**src/ctf_pkg.sv**
```systemverilog
// package for the core timer facilities block
// assumes a single core clock; constants and types only, no logic
package ctf_pkg;

  localparam int DEC_W      = 32;
  localparam int MSR_W      = 32;
  localparam int PC_W       = 32;
  localparam int PREFIX_W   = 23;
  localparam int OFFSET_W   = 9;
  localparam int ADDR_W     = 4;

  localparam logic [ADDR_W-1:0] ADDR_DEC    = 4'h0;
  localparam logic [ADDR_W-1:0] ADDR_TCR    = 4'h1;
  localparam logic [ADDR_W-1:0] ADDR_TSR    = 4'h2;
  localparam logic [ADDR_W-1:0] ADDR_MSR    = 4'h3;
  localparam logic [ADDR_W-1:0] ADDR_SPC    = 4'h4;
  localparam logic [ADDR_W-1:0] ADDR_SST    = 4'h5;
  localparam logic [ADDR_W-1:0] ADDR_VPR    = 4'h6;

  // decrement source codes
  localparam logic [1:0] SRC_ALWAYS = 2'h0;
  localparam logic [1:0] SRC_EV1    = 2'h1;
  localparam logic [1:0] SRC_TICK   = 2'h2;
  localparam logic [1:0] SRC_EV3    = 2'h3;

  // watchdog action codes
  localparam logic [1:0] WDA_NONE   = 2'h0;
  localparam logic [1:0] WDA_SOFT   = 2'h1;
  localparam logic [1:0] WDA_HARD   = 2'h2;
  localparam logic [1:0] WDA_HALT   = 2'h3;

  // vector offsets
  localparam logic [OFFSET_W-1:0] VEC_DEC = 9'h100;
  localparam logic [OFFSET_W-1:0] VEC_FIT = 9'h120;
  localparam logic [OFFSET_W-1:0] VEC_WDT = 9'h140;

  // timer control register fields (bit positions)
  localparam int TCR_SRC_LO  = 0;
  localparam int TCR_FP_LO   = 2;
  localparam int TCR_WP_LO   = 4;
  localparam int TCR_CIE     = 6;
  localparam int TCR_FIE     = 7;
  localparam int TCR_WIE     = 8;
  localparam int TCR_WRC_LO  = 9;

  // timer status register fields
  localparam int TSR_DIS     = 0;
  localparam int TSR_FIS     = 1;
  localparam int TSR_WIS     = 2;
  localparam int TSR_ENW     = 3;
  localparam int TSR_WRS_LO  = 4;

  // machine state bits cleared on timer interrupt entry (ext enable included)
  localparam logic [MSR_W-1:0] MSR_CLR_MASK = 32'h0000_7ffc;
  localparam int MSR_EE_BIT   = 2;

  typedef struct packed {
    logic [1:0] src;
    logic [1:0] fit_sel;
    logic [1:0] wdt_sel;
    logic       cnt_en;
    logic       fit_en;
    logic       wdt_en;
    logic [1:0] wdt_act;
  } ctf_ctrl_t;

  typedef struct packed {
    logic [1:0] wdt_rec;
    logic       arm;
    logic       wdt_flag;
    logic       fit_flag;
    logic       cnt_flag;
  } ctf_stat_t;

  typedef struct packed {
    logic              take;
    logic [PC_W-1:0]   pc;
  } ctf_vec_t;

endpackage : ctf_pkg

```
**src/ctf_sync.sv**
```systemverilog
// two-flop synchroniser bank for event inputs
// assumes inputs arrive from outside the core clock domain
`timescale 1ns/1ns
`default_nettype none
module ctf_sync #(
  parameter int W = 6
) (
  input  wire logic         clk,
  input  wire logic         rst,
  input  wire logic         ce,
  input  wire logic [W-1:0] d,
  output logic      [W-1:0] q
);
  logic [W-1:0] meta;

  // first stage feeds only the second stage
  always_ff @(posedge clk) begin
    if (rst) begin
      meta <= '0;
      q    <= '0;
    end else if (ce) begin
      meta <= d;
      q    <= meta;
    end
  end
endmodule : ctf_sync
`default_nettype wire

```
**src/ctf_timer.sv**
```systemverilog
// core timer facilities: down-counter, interval and watchdog events,
// interrupt gating, priority and vectored entry
// assumes a single core clock; event pins are asynchronous levels
`timescale 1ns/1ns
`default_nettype none
module ctf_timer
  import ctf_pkg::*;
(
  input  wire logic                  CORE_CLK,
  input  wire logic                  RESET,
  input  wire logic                  CLK_EN,
  input  wire logic                  DEC_TICK,
  input  wire logic [3:0]            TIMER_EVENT,
  input  wire logic                  EXT_INT,
  input  wire logic                  INSN_BOUNDARY,
  input  wire logic [ctf_pkg::PC_W-1:0] NEXT_PC,
  input  wire logic [ctf_pkg::ADDR_W-1:0] REG_ADDR,
  input  wire logic [31:0]           REG_WDATA,
  input  wire logic                  REG_WR,
  input  wire logic                  REG_RD,
  output logic      [31:0]           REG_RDATA,
  output ctf_pkg::ctf_vec_t          INT_ENTRY,
  output logic                       EXT_INT_TAKE,
  output logic                       WDT_TIMEOUT,
  output logic [1:0]                 WDT_ACTION,
  output logic [ctf_pkg::MSR_W-1:0]  MSR_OUT
);

  typedef enum logic [3:0] {
    PICK_NONE = 4'b0001,
    PICK_WDT  = 4'b0010,
    PICK_EXT  = 4'b0100,
    PICK_LOW  = 4'b1000
  } ctf_pick_t;

  logic [4:0]          ev_sync;
  logic                tick;
  logic [3:0]          ev;
  ctf_ctrl_t           ctrl;
  ctf_stat_t           stat;
  logic [DEC_W-1:0]    counter;
  logic [MSR_W-1:0]    machine_state_reg;
  logic [PC_W-1:0]     saved_pc;
  logic [MSR_W-1:0]    saved_state;
  logic [PREFIX_W-1:0] vec_prefix;
  logic                prev_msb;

  ctf_sync #(.W(5)) u_sync (
    .clk (CORE_CLK),
    .rst (RESET),
    .ce  (CLK_EN),
    .d   ({DEC_TICK, TIMER_EVENT}),
    .q   (ev_sync)
  );

  assign tick = ev_sync[4];
  assign ev   = ev_sync[3:0];

  function automatic logic sel4(input logic [3:0] v, input logic [1:0] s);
    sel4 = v[s];
  endfunction : sel4

  function automatic logic wr_at(input logic wr, input logic [ADDR_W-1:0] a,
                                 input logic [ADDR_W-1:0] r);
    wr_at = wr && (a == r);
  endfunction : wr_at

  // decrement source; absent sources simply leave it idle
  wire dec_cond = (ctrl.src == SRC_ALWAYS) ? 1'b1 :
                  (ctrl.src == SRC_TICK)   ? tick :
                  (ctrl.src == SRC_EV1)    ? ev[1] : ev[3];
  wire fit_ev   = sel4(ev, ctrl.fit_sel);
  wire wdt_ev   = sel4(ev, ctrl.wdt_sel);

  wire wr_dec   = wr_at(REG_WR, REG_ADDR, ADDR_DEC);
  wire wr_tcr   = wr_at(REG_WR, REG_ADDR, ADDR_TCR);
  wire wr_tsr   = wr_at(REG_WR, REG_ADDR, ADDR_TSR);
  wire wr_msr   = wr_at(REG_WR, REG_ADDR, ADDR_MSR);
  wire wr_vpr   = wr_at(REG_WR, REG_ADDR, ADDR_VPR);

  wire clr_dis  = wr_tsr && REG_WDATA[TSR_DIS];
  wire clr_fis  = wr_tsr && REG_WDATA[TSR_FIS];
  wire clr_wis  = wr_tsr && REG_WDATA[TSR_WIS];
  wire clr_enw  = wr_tsr && REG_WDATA[TSR_ENW];

  // wraps to all ones naturally at zero
  wire [DEC_W-1:0] next_counter = wr_dec ? REG_WDATA :
                   dec_cond ? counter - 1'b1 : counter;
  wire msb_rise = !prev_msb && counter[DEC_W-1];

  wire wdt_unarmed = wdt_ev && !stat.arm;
  wire wdt_set     = wdt_ev && stat.arm;
  wire wdt_fire    = wdt_set && stat.wdt_flag &&
                     (ctrl.wdt_act != WDA_NONE);

  wire ee      = machine_state_reg[MSR_EE_BIT];
  wire wdt_req = stat.wdt_flag && ctrl.wdt_en && ee &&
                 (ctrl.wdt_act == WDA_NONE);
  wire ext_req = EXT_INT && ee;
  wire fit_req = stat.fit_flag && ctrl.fit_en && ee;
  wire cnt_req = stat.cnt_flag && ctrl.cnt_en && ee;

  // if chain rather than a conditional of enum members, so that no
  // tool has to convert an int-typed result back to the state type
  ctf_pick_t pick;
  always_comb begin
    if (!INSN_BOUNDARY)
      pick = PICK_NONE;
    else if (wdt_req)
      pick = PICK_WDT;
    else if (ext_req)
      pick = PICK_EXT;
    else if (fit_req || cnt_req)
      pick = PICK_LOW;
    else
      pick = PICK_NONE;
  end

  logic [OFFSET_W-1:0] vec_off;
  always_comb begin
    unique case (pick)
      PICK_WDT: vec_off = VEC_WDT;
      PICK_LOW: vec_off = fit_req ? VEC_FIT : VEC_DEC;
      default:  vec_off = '0;
    endcase
  end

  wire take_timer = (pick == PICK_WDT) || (pick == PICK_LOW);

  // entry clears listed bits, others kept
  wire [MSR_W-1:0] next_msr = take_timer ? (machine_state_reg & ~MSR_CLR_MASK) :
                              wr_msr ? REG_WDATA : machine_state_reg;

  always_ff @(posedge CORE_CLK) begin
    if (RESET) begin
      counter  <= '0;
      prev_msb <= 1'b0;
    end else if (CLK_EN) begin
      counter  <= next_counter;
      prev_msb <= counter[DEC_W-1];
    end
  end

  // clear wins over hardware set for all three flags
  always_ff @(posedge CORE_CLK) begin
    if (RESET) begin
      stat <= '0;
    end else if (CLK_EN) begin
      stat.cnt_flag <= !clr_dis && (stat.cnt_flag || msb_rise);
      stat.fit_flag <= !clr_fis && (stat.fit_flag || fit_ev);
      stat.wdt_flag <= !clr_wis && (stat.wdt_flag || wdt_set);
      stat.arm      <= !clr_enw && (stat.arm || wdt_unarmed);
      if (wdt_fire)
        stat.wdt_rec <= ctrl.wdt_act;
    end
  end

  always_ff @(posedge CORE_CLK) begin
    if (RESET) begin
      ctrl <= '0;
    end else if (CLK_EN) begin
      if (wr_tcr)
        ctrl <= REG_WDATA[TCR_WRC_LO+1:0];
      if (wdt_fire)
        ctrl.wdt_act <= WDA_NONE;
    end
  end

  always_ff @(posedge CORE_CLK) begin
    if (RESET) begin
      machine_state_reg         <= '0;
      saved_pc    <= '0;
      saved_state <= '0;
      vec_prefix  <= '0;
    end else if (CLK_EN) begin
      machine_state_reg <= next_msr;
      if (wr_vpr)
        vec_prefix <= REG_WDATA[PC_W-1:PC_W-PREFIX_W];
      if (take_timer) begin
        saved_pc    <= NEXT_PC;
        saved_state <= machine_state_reg;
      end
    end
  end

  always_ff @(posedge CORE_CLK) begin
    if (RESET) begin
      INT_ENTRY    <= '0;
      EXT_INT_TAKE <= 1'b0;
      WDT_TIMEOUT  <= 1'b0;
      WDT_ACTION   <= WDA_NONE;
      REG_RDATA    <= '0;
    end else if (CLK_EN) begin
      INT_ENTRY.take <= take_timer;
      INT_ENTRY.pc   <= {vec_prefix, vec_off};
      EXT_INT_TAKE   <= (pick == PICK_EXT);
      WDT_TIMEOUT    <= wdt_fire;
      WDT_ACTION     <= wdt_fire ? ctrl.wdt_act : WDA_NONE;
      REG_RDATA      <= '0;
      if (REG_RD) begin
        unique case (REG_ADDR)
          ADDR_DEC: REG_RDATA <= counter;
          ADDR_TCR: REG_RDATA <= {21'h0, ctrl};
          ADDR_TSR: REG_RDATA <= {26'h0, stat};
          ADDR_MSR: REG_RDATA <= machine_state_reg;
          ADDR_SPC: REG_RDATA <= saved_pc;
          ADDR_SST: REG_RDATA <= saved_state;
          ADDR_VPR: REG_RDATA <= {vec_prefix, 9'h0};
          default:  REG_RDATA <= '0;
        endcase
      end
    end
  end

  assign MSR_OUT = machine_state_reg;

  a_clear_wins: assert property (@(posedge CORE_CLK) disable iff (RESET)
    CLK_EN && clr_dis |=> !stat.cnt_flag)
    else $error("counter flag survived clear");
  a_fit_clear: assert property (@(posedge CORE_CLK) disable iff (RESET)
    CLK_EN && clr_fis |=> !stat.fit_flag)
    else $error("interval flag survived clear");
  a_wrap_ones: assert property (@(posedge CORE_CLK) disable iff (RESET)
    CLK_EN && !wr_dec && dec_cond && counter == '0
    |=> counter == '1)
    else $error("counter did not wrap");
  a_msb_flag: assert property (@(posedge CORE_CLK) disable iff (RESET)
    CLK_EN && msb_rise && !clr_dis |=> stat.cnt_flag)
    else $error("msb rise missed");
  a_wdt_arm: assert property (@(posedge CORE_CLK) disable iff (RESET)
    CLK_EN && wdt_unarmed && !clr_wis |=> !$rose(stat.wdt_flag))
    else $error("unarmed event set flag");
  a_wdt_fire: assert property (@(posedge CORE_CLK) disable iff (RESET)
    CLK_EN && wdt_fire |=> WDT_TIMEOUT && ctrl.wdt_act == WDA_NONE)
    else $error("watchdog action missing");
  a_vec_entry: assert property (@(posedge CORE_CLK) disable iff (RESET)
    CLK_EN && take_timer |=> INT_ENTRY.take && !machine_state_reg[MSR_EE_BIT])
    else $error("entry left ext enable set");
  a_prio_wdt: assert property (@(posedge CORE_CLK) disable iff (RESET)
    CLK_EN && INSN_BOUNDARY && wdt_req
    |=> INT_ENTRY.pc[OFFSET_W-1:0] == VEC_WDT && !EXT_INT_TAKE)
    else $error("watchdog priority lost");
  a_gate_ee: assert property (@(posedge CORE_CLK) disable iff (RESET)
    !ee |-> !take_timer)
    else $error("timer taken with ext disabled");

endmodule : ctf_timer
`default_nettype wire

```
**config.mk**
```make
export PLATFORM = sky130hd
export DESIGN_NAME = ctf_timer
export DESIGN_NICKNAME = d
export VERILOG_FILES = /design/src/ctf_pkg.sv /design/src/ctf_sync.sv /design/src/ctf_timer.sv
export SDC_FILE = /design/constraint.sdc
export NUM_CORES = 1
export LEC_CHECK = 0
export BUFFER_PORTS_ARGS = -buffer_cell sky130_fd_sc_hd__buf_2
export CAP_MARGIN = 30
export CORE_ASPECT_RATIO = 0.6
export CORE_MARGIN = 1
export CORE_UTILIZATION = 55
export CTS_CLUSTER_DIAMETER = 80
export DETAILED_ROUTE_END_ITERATION = 16
export PLACE_DENSITY = 0.79
export SETUP_SLACK_MARGIN = 0.2
export SLEW_MARGIN = 20
export SYNTH_ARGS = -nofsm -noshare
export SYNTH_HDL_FRONTEND = slang
export SYNTH_SLANG_ARGS = --single-unit
```
**constraint.sdc**
```tcl
create_clock -name CORE_CLK -period 7.2 [get_ports CORE_CLK]
set_input_delay 1.44 -clock CORE_CLK [delete_from_list [all_inputs] [get_ports CORE_CLK]]
set_output_delay 1.44 -clock CORE_CLK [all_outputs]
set_load 0.005 [all_outputs]
```
==> impl_metrics.yaml <==
route:
  totalWireLength_mm: 30.18
  num_vias: 9844
  via_per_inst: 6.168
  postRouteAntennaNets: 0
  post-route-drc-count: 0
  drt_first_pass_iters: 6
  routedWlPerCell_um: 18.91
  drt-initial-drc-count: 1310
setup_path:
  reg2reg_to: "counter[26]"
  crit_fanout: 44
  cp_data_arrival_time_ns: 4.14
  r2r_slack_ns: 4.50
  startpoint_type: "input pin"
  path_class: "in2reg"
  worstPathRequired_ns: 7.61
  critPathCaptureType: "register"
  rr_startpoint: "counter[0]"
  ff2ff_path_depth: 7
global_routing:
  grt_pass1_vias: 8640
  gr-usage-all-layers: 0.3082
  grt_max_degree: 89
  antenna_found_initial: 0
  grt_pass1_wl_mm: 46.73
  grt_overflow: 0
logic_synthesis:
  ys_warn_count: 0
  synth.avg_cell_area_um2: 8.266
  syn_area_um2: 10170
  synth.most_common_cell: "dfxtp_1"
  synthArstFlopShare: 0
  synth_area_leaders: "dfxtp_1 47%, a21oi_1 9.6%, nand2_1 8.3%, mux2i_1 5.3%, nor2_1 4.1%"
  synth-seq-cells: 241
  ys_types: 53
  syn_inst: 1230
  synth.top_cell.area_share: 0.4745
  ys_seq_area_frac: 0.4745
  synth-edff-count: 0
  synthFlopType: "dfxtp_1"
  yosys-top-cells-count: "241 x dfxtp_1, 224 x nand2_1, 195 x a21oi_1"
  synth_top_area_cell: "dfxtp_1"
finish:
  synthToLayoutAreaGrowth_pct: 16.37
  finalNonFillerCells: 1596
  nFillCells: 1535
  antenna_cells: 0
  finalInstanceArea_um2: 11830
  final_core_util: 0.6548
  nets: 1423
  drive_gt1_frac: 0.1763
place:
  port-buffer-count: 174
  globalplace.congestion: 0.8607
  placed_cell_area_um2: 11120
  place_inst: 1555
  dpl.hpwl_mm: 19.51
clock_tree:
  numClockSinks: 241
  cts_tree: "yes"
  clk_pin_slew_worst_paths_ns: 0.06
  root_buffer: "clkbuf_16"
  clockBufferDepth: 3
  cts_resized: 0
  clk_latency_ns: 0.51
  cts_setup_buffers: 0
  cts_buffers: 22
  h-tree-depth: 1
  hold_buffers: 0
sta:
  worst_pin_slew_ns: 0.9302
  fmax_mhz: 267.4
  skew_ns: 0.01674
  final_hold_viol_count: 0
  fin_setup_tns_ns: 0
  rsz0062_at_grt: "false"
  setup_viol: 0
  fin_crit_sh: 0.5194
  finalMaxSlewViolations: 0
  period_needed_ns: 3.740
  slew_headroom: 0.3784
min_path:
  hp-start: "saved_pc[29]"
  hold_path.class: "reg2reg"
  min_to: "saved_pc[29]"
  hold_depth: 2
floorplan:
  die_x_um: 177.5
  ios: 181
  die_area_um2: 19050
  rows: 38
  fp.dieH_um: 107.3
  core_um2: 18070
  start_util: 0.5627
pwr:
  power_density_nw_per_um2: 247.0
  leakage_nw: 4.459
  ir_drop_v: 0.0001596
status:
  status: "finished, final reports clean"
job:
  cap_violations: 0
-- worst max-delay path by stage --
stage / startpoint / endpoint / slack (ns) / cells past startpoint
2_1_floorplan: REG_ADDR[0] / counter[11] / 3.90 / 8
3_3_place_gp: CLK_EN / saved_pc[14] / 3.15 / 7
3_5_place_dp: CLK_EN / saved_pc[15] / 3.12 / 7
4_1_cts: CLK_EN / counter[13] / 3.49 / 6
5_1_grt: REG_ADDR[0] / counter[13] / 3.23 / 7
6_report: CLK_EN / saved_pc[20] / 3.46 / 7
-- registers in the layout (all words and copies together) (netlist names), 11 cells and up --
name / flops
INT_ENTRY: 26
ctrl: 11
MSR_OUT: 32
REG_RDATA: 32
saved_state: 32
vec_prefix: 23
counter: 32
saved_pc: 32
-- through the flow --
stage | setup slack (ns) | hold slack, ns | total power, mW
after floorplan | 3.896 | 0.4357 | 1.690
after global placement | 3.147 | 0.4412 | 1.791
after detailed placement | 3.119 | 0.4458 | 1.801
after CTS | 3.488 | 0.4543 | 2.917
after global routing | 3.226 | 0.4693 | 3.029
final | 3.460 | 0.4538 | 2.922
-- power by group --
part	switching [mW]	leakage [nW]	internal [mW]
registers	0.0516	1.95	1.37
logic	0.235	2.18	0.136
clock network	0.498	0.328	0.634
total	0.784	4.46	2.14
-- area by class of cell --
| type | instances | area, um^2 | share of cell area |
|---|---|---|---|
| Multi-Input combinational cell | 876 | 4959 | 0.4191 |
| Sequential cell | 241 | 4825 | 0.4078 |
| Timing Repair Buffer | 194 | 1050 | 0.08873 |
| Clock buffer | 34 | 626.9 | 0.05298 |
| Tap cell | 240 | 300.3 | 0.02538 |
| Clock inverter | 4 | 45.04 | 0.003807 |
| Inverter | 7 | 26.28 | 0.002221 |
-- logic make-up (layout without fill, tap and decap cells) --
kind of cell / after synthesis / count (layout) / synth area share
other: 1 / 6 / 0.0003688
adders and majority gates: 1 / 1 / 0.001230
buffers and inverters: 118 / 239 / 0.04701
AOI/OAI and AO/OA: 368 / 368 / 0.2245
muxes: 56 / 56 / 0.05759
xor gates and xnor gates: 1 / 1 / 0.0008616
and+or+nand+nor: 444 / 444 / 0.1939
DFF: 241 / 241 / 0.4745
-- critical path, cell delays in order --
cell	delay, ns
buf_2	0.69
buf_4	0.46
nand2_1	0.18
nor2_4	0.46
buf_4	0.55
nand2_1	0.13
a21oi_1	0.21
-- cell usage in the layout, fill, tap and decap left out, types with 18 or more instances in the layout --
| cell | instances |
|---|---|
| buf_2 | 173 |
| nand2_1 | 224 |
| a22oi_1 | 50 |
| a22o_1 | 21 |
| nand3_1 | 21 |
| nor3_1 | 18 |
| a222oi_1 | 24 |
| mux2i_1 | 54 |
| o21ai_0 | 30 |
| a21oi_1 | 195 |
| dfxtp_1 | 241 |
| nor2_1 | 110 |
| clkbuf_16 | 23 |
-- layer usage --
metal  vias up  track usage  wire length, um
li1       4602            -                -
met1      4606       0.4674            13890
met2       596       0.4453            12380
met3        40      0.06038             3420
met4         0      0.07082              487
met5         -            0                0
Note: power is estimated with default switching activity, not from simulation.
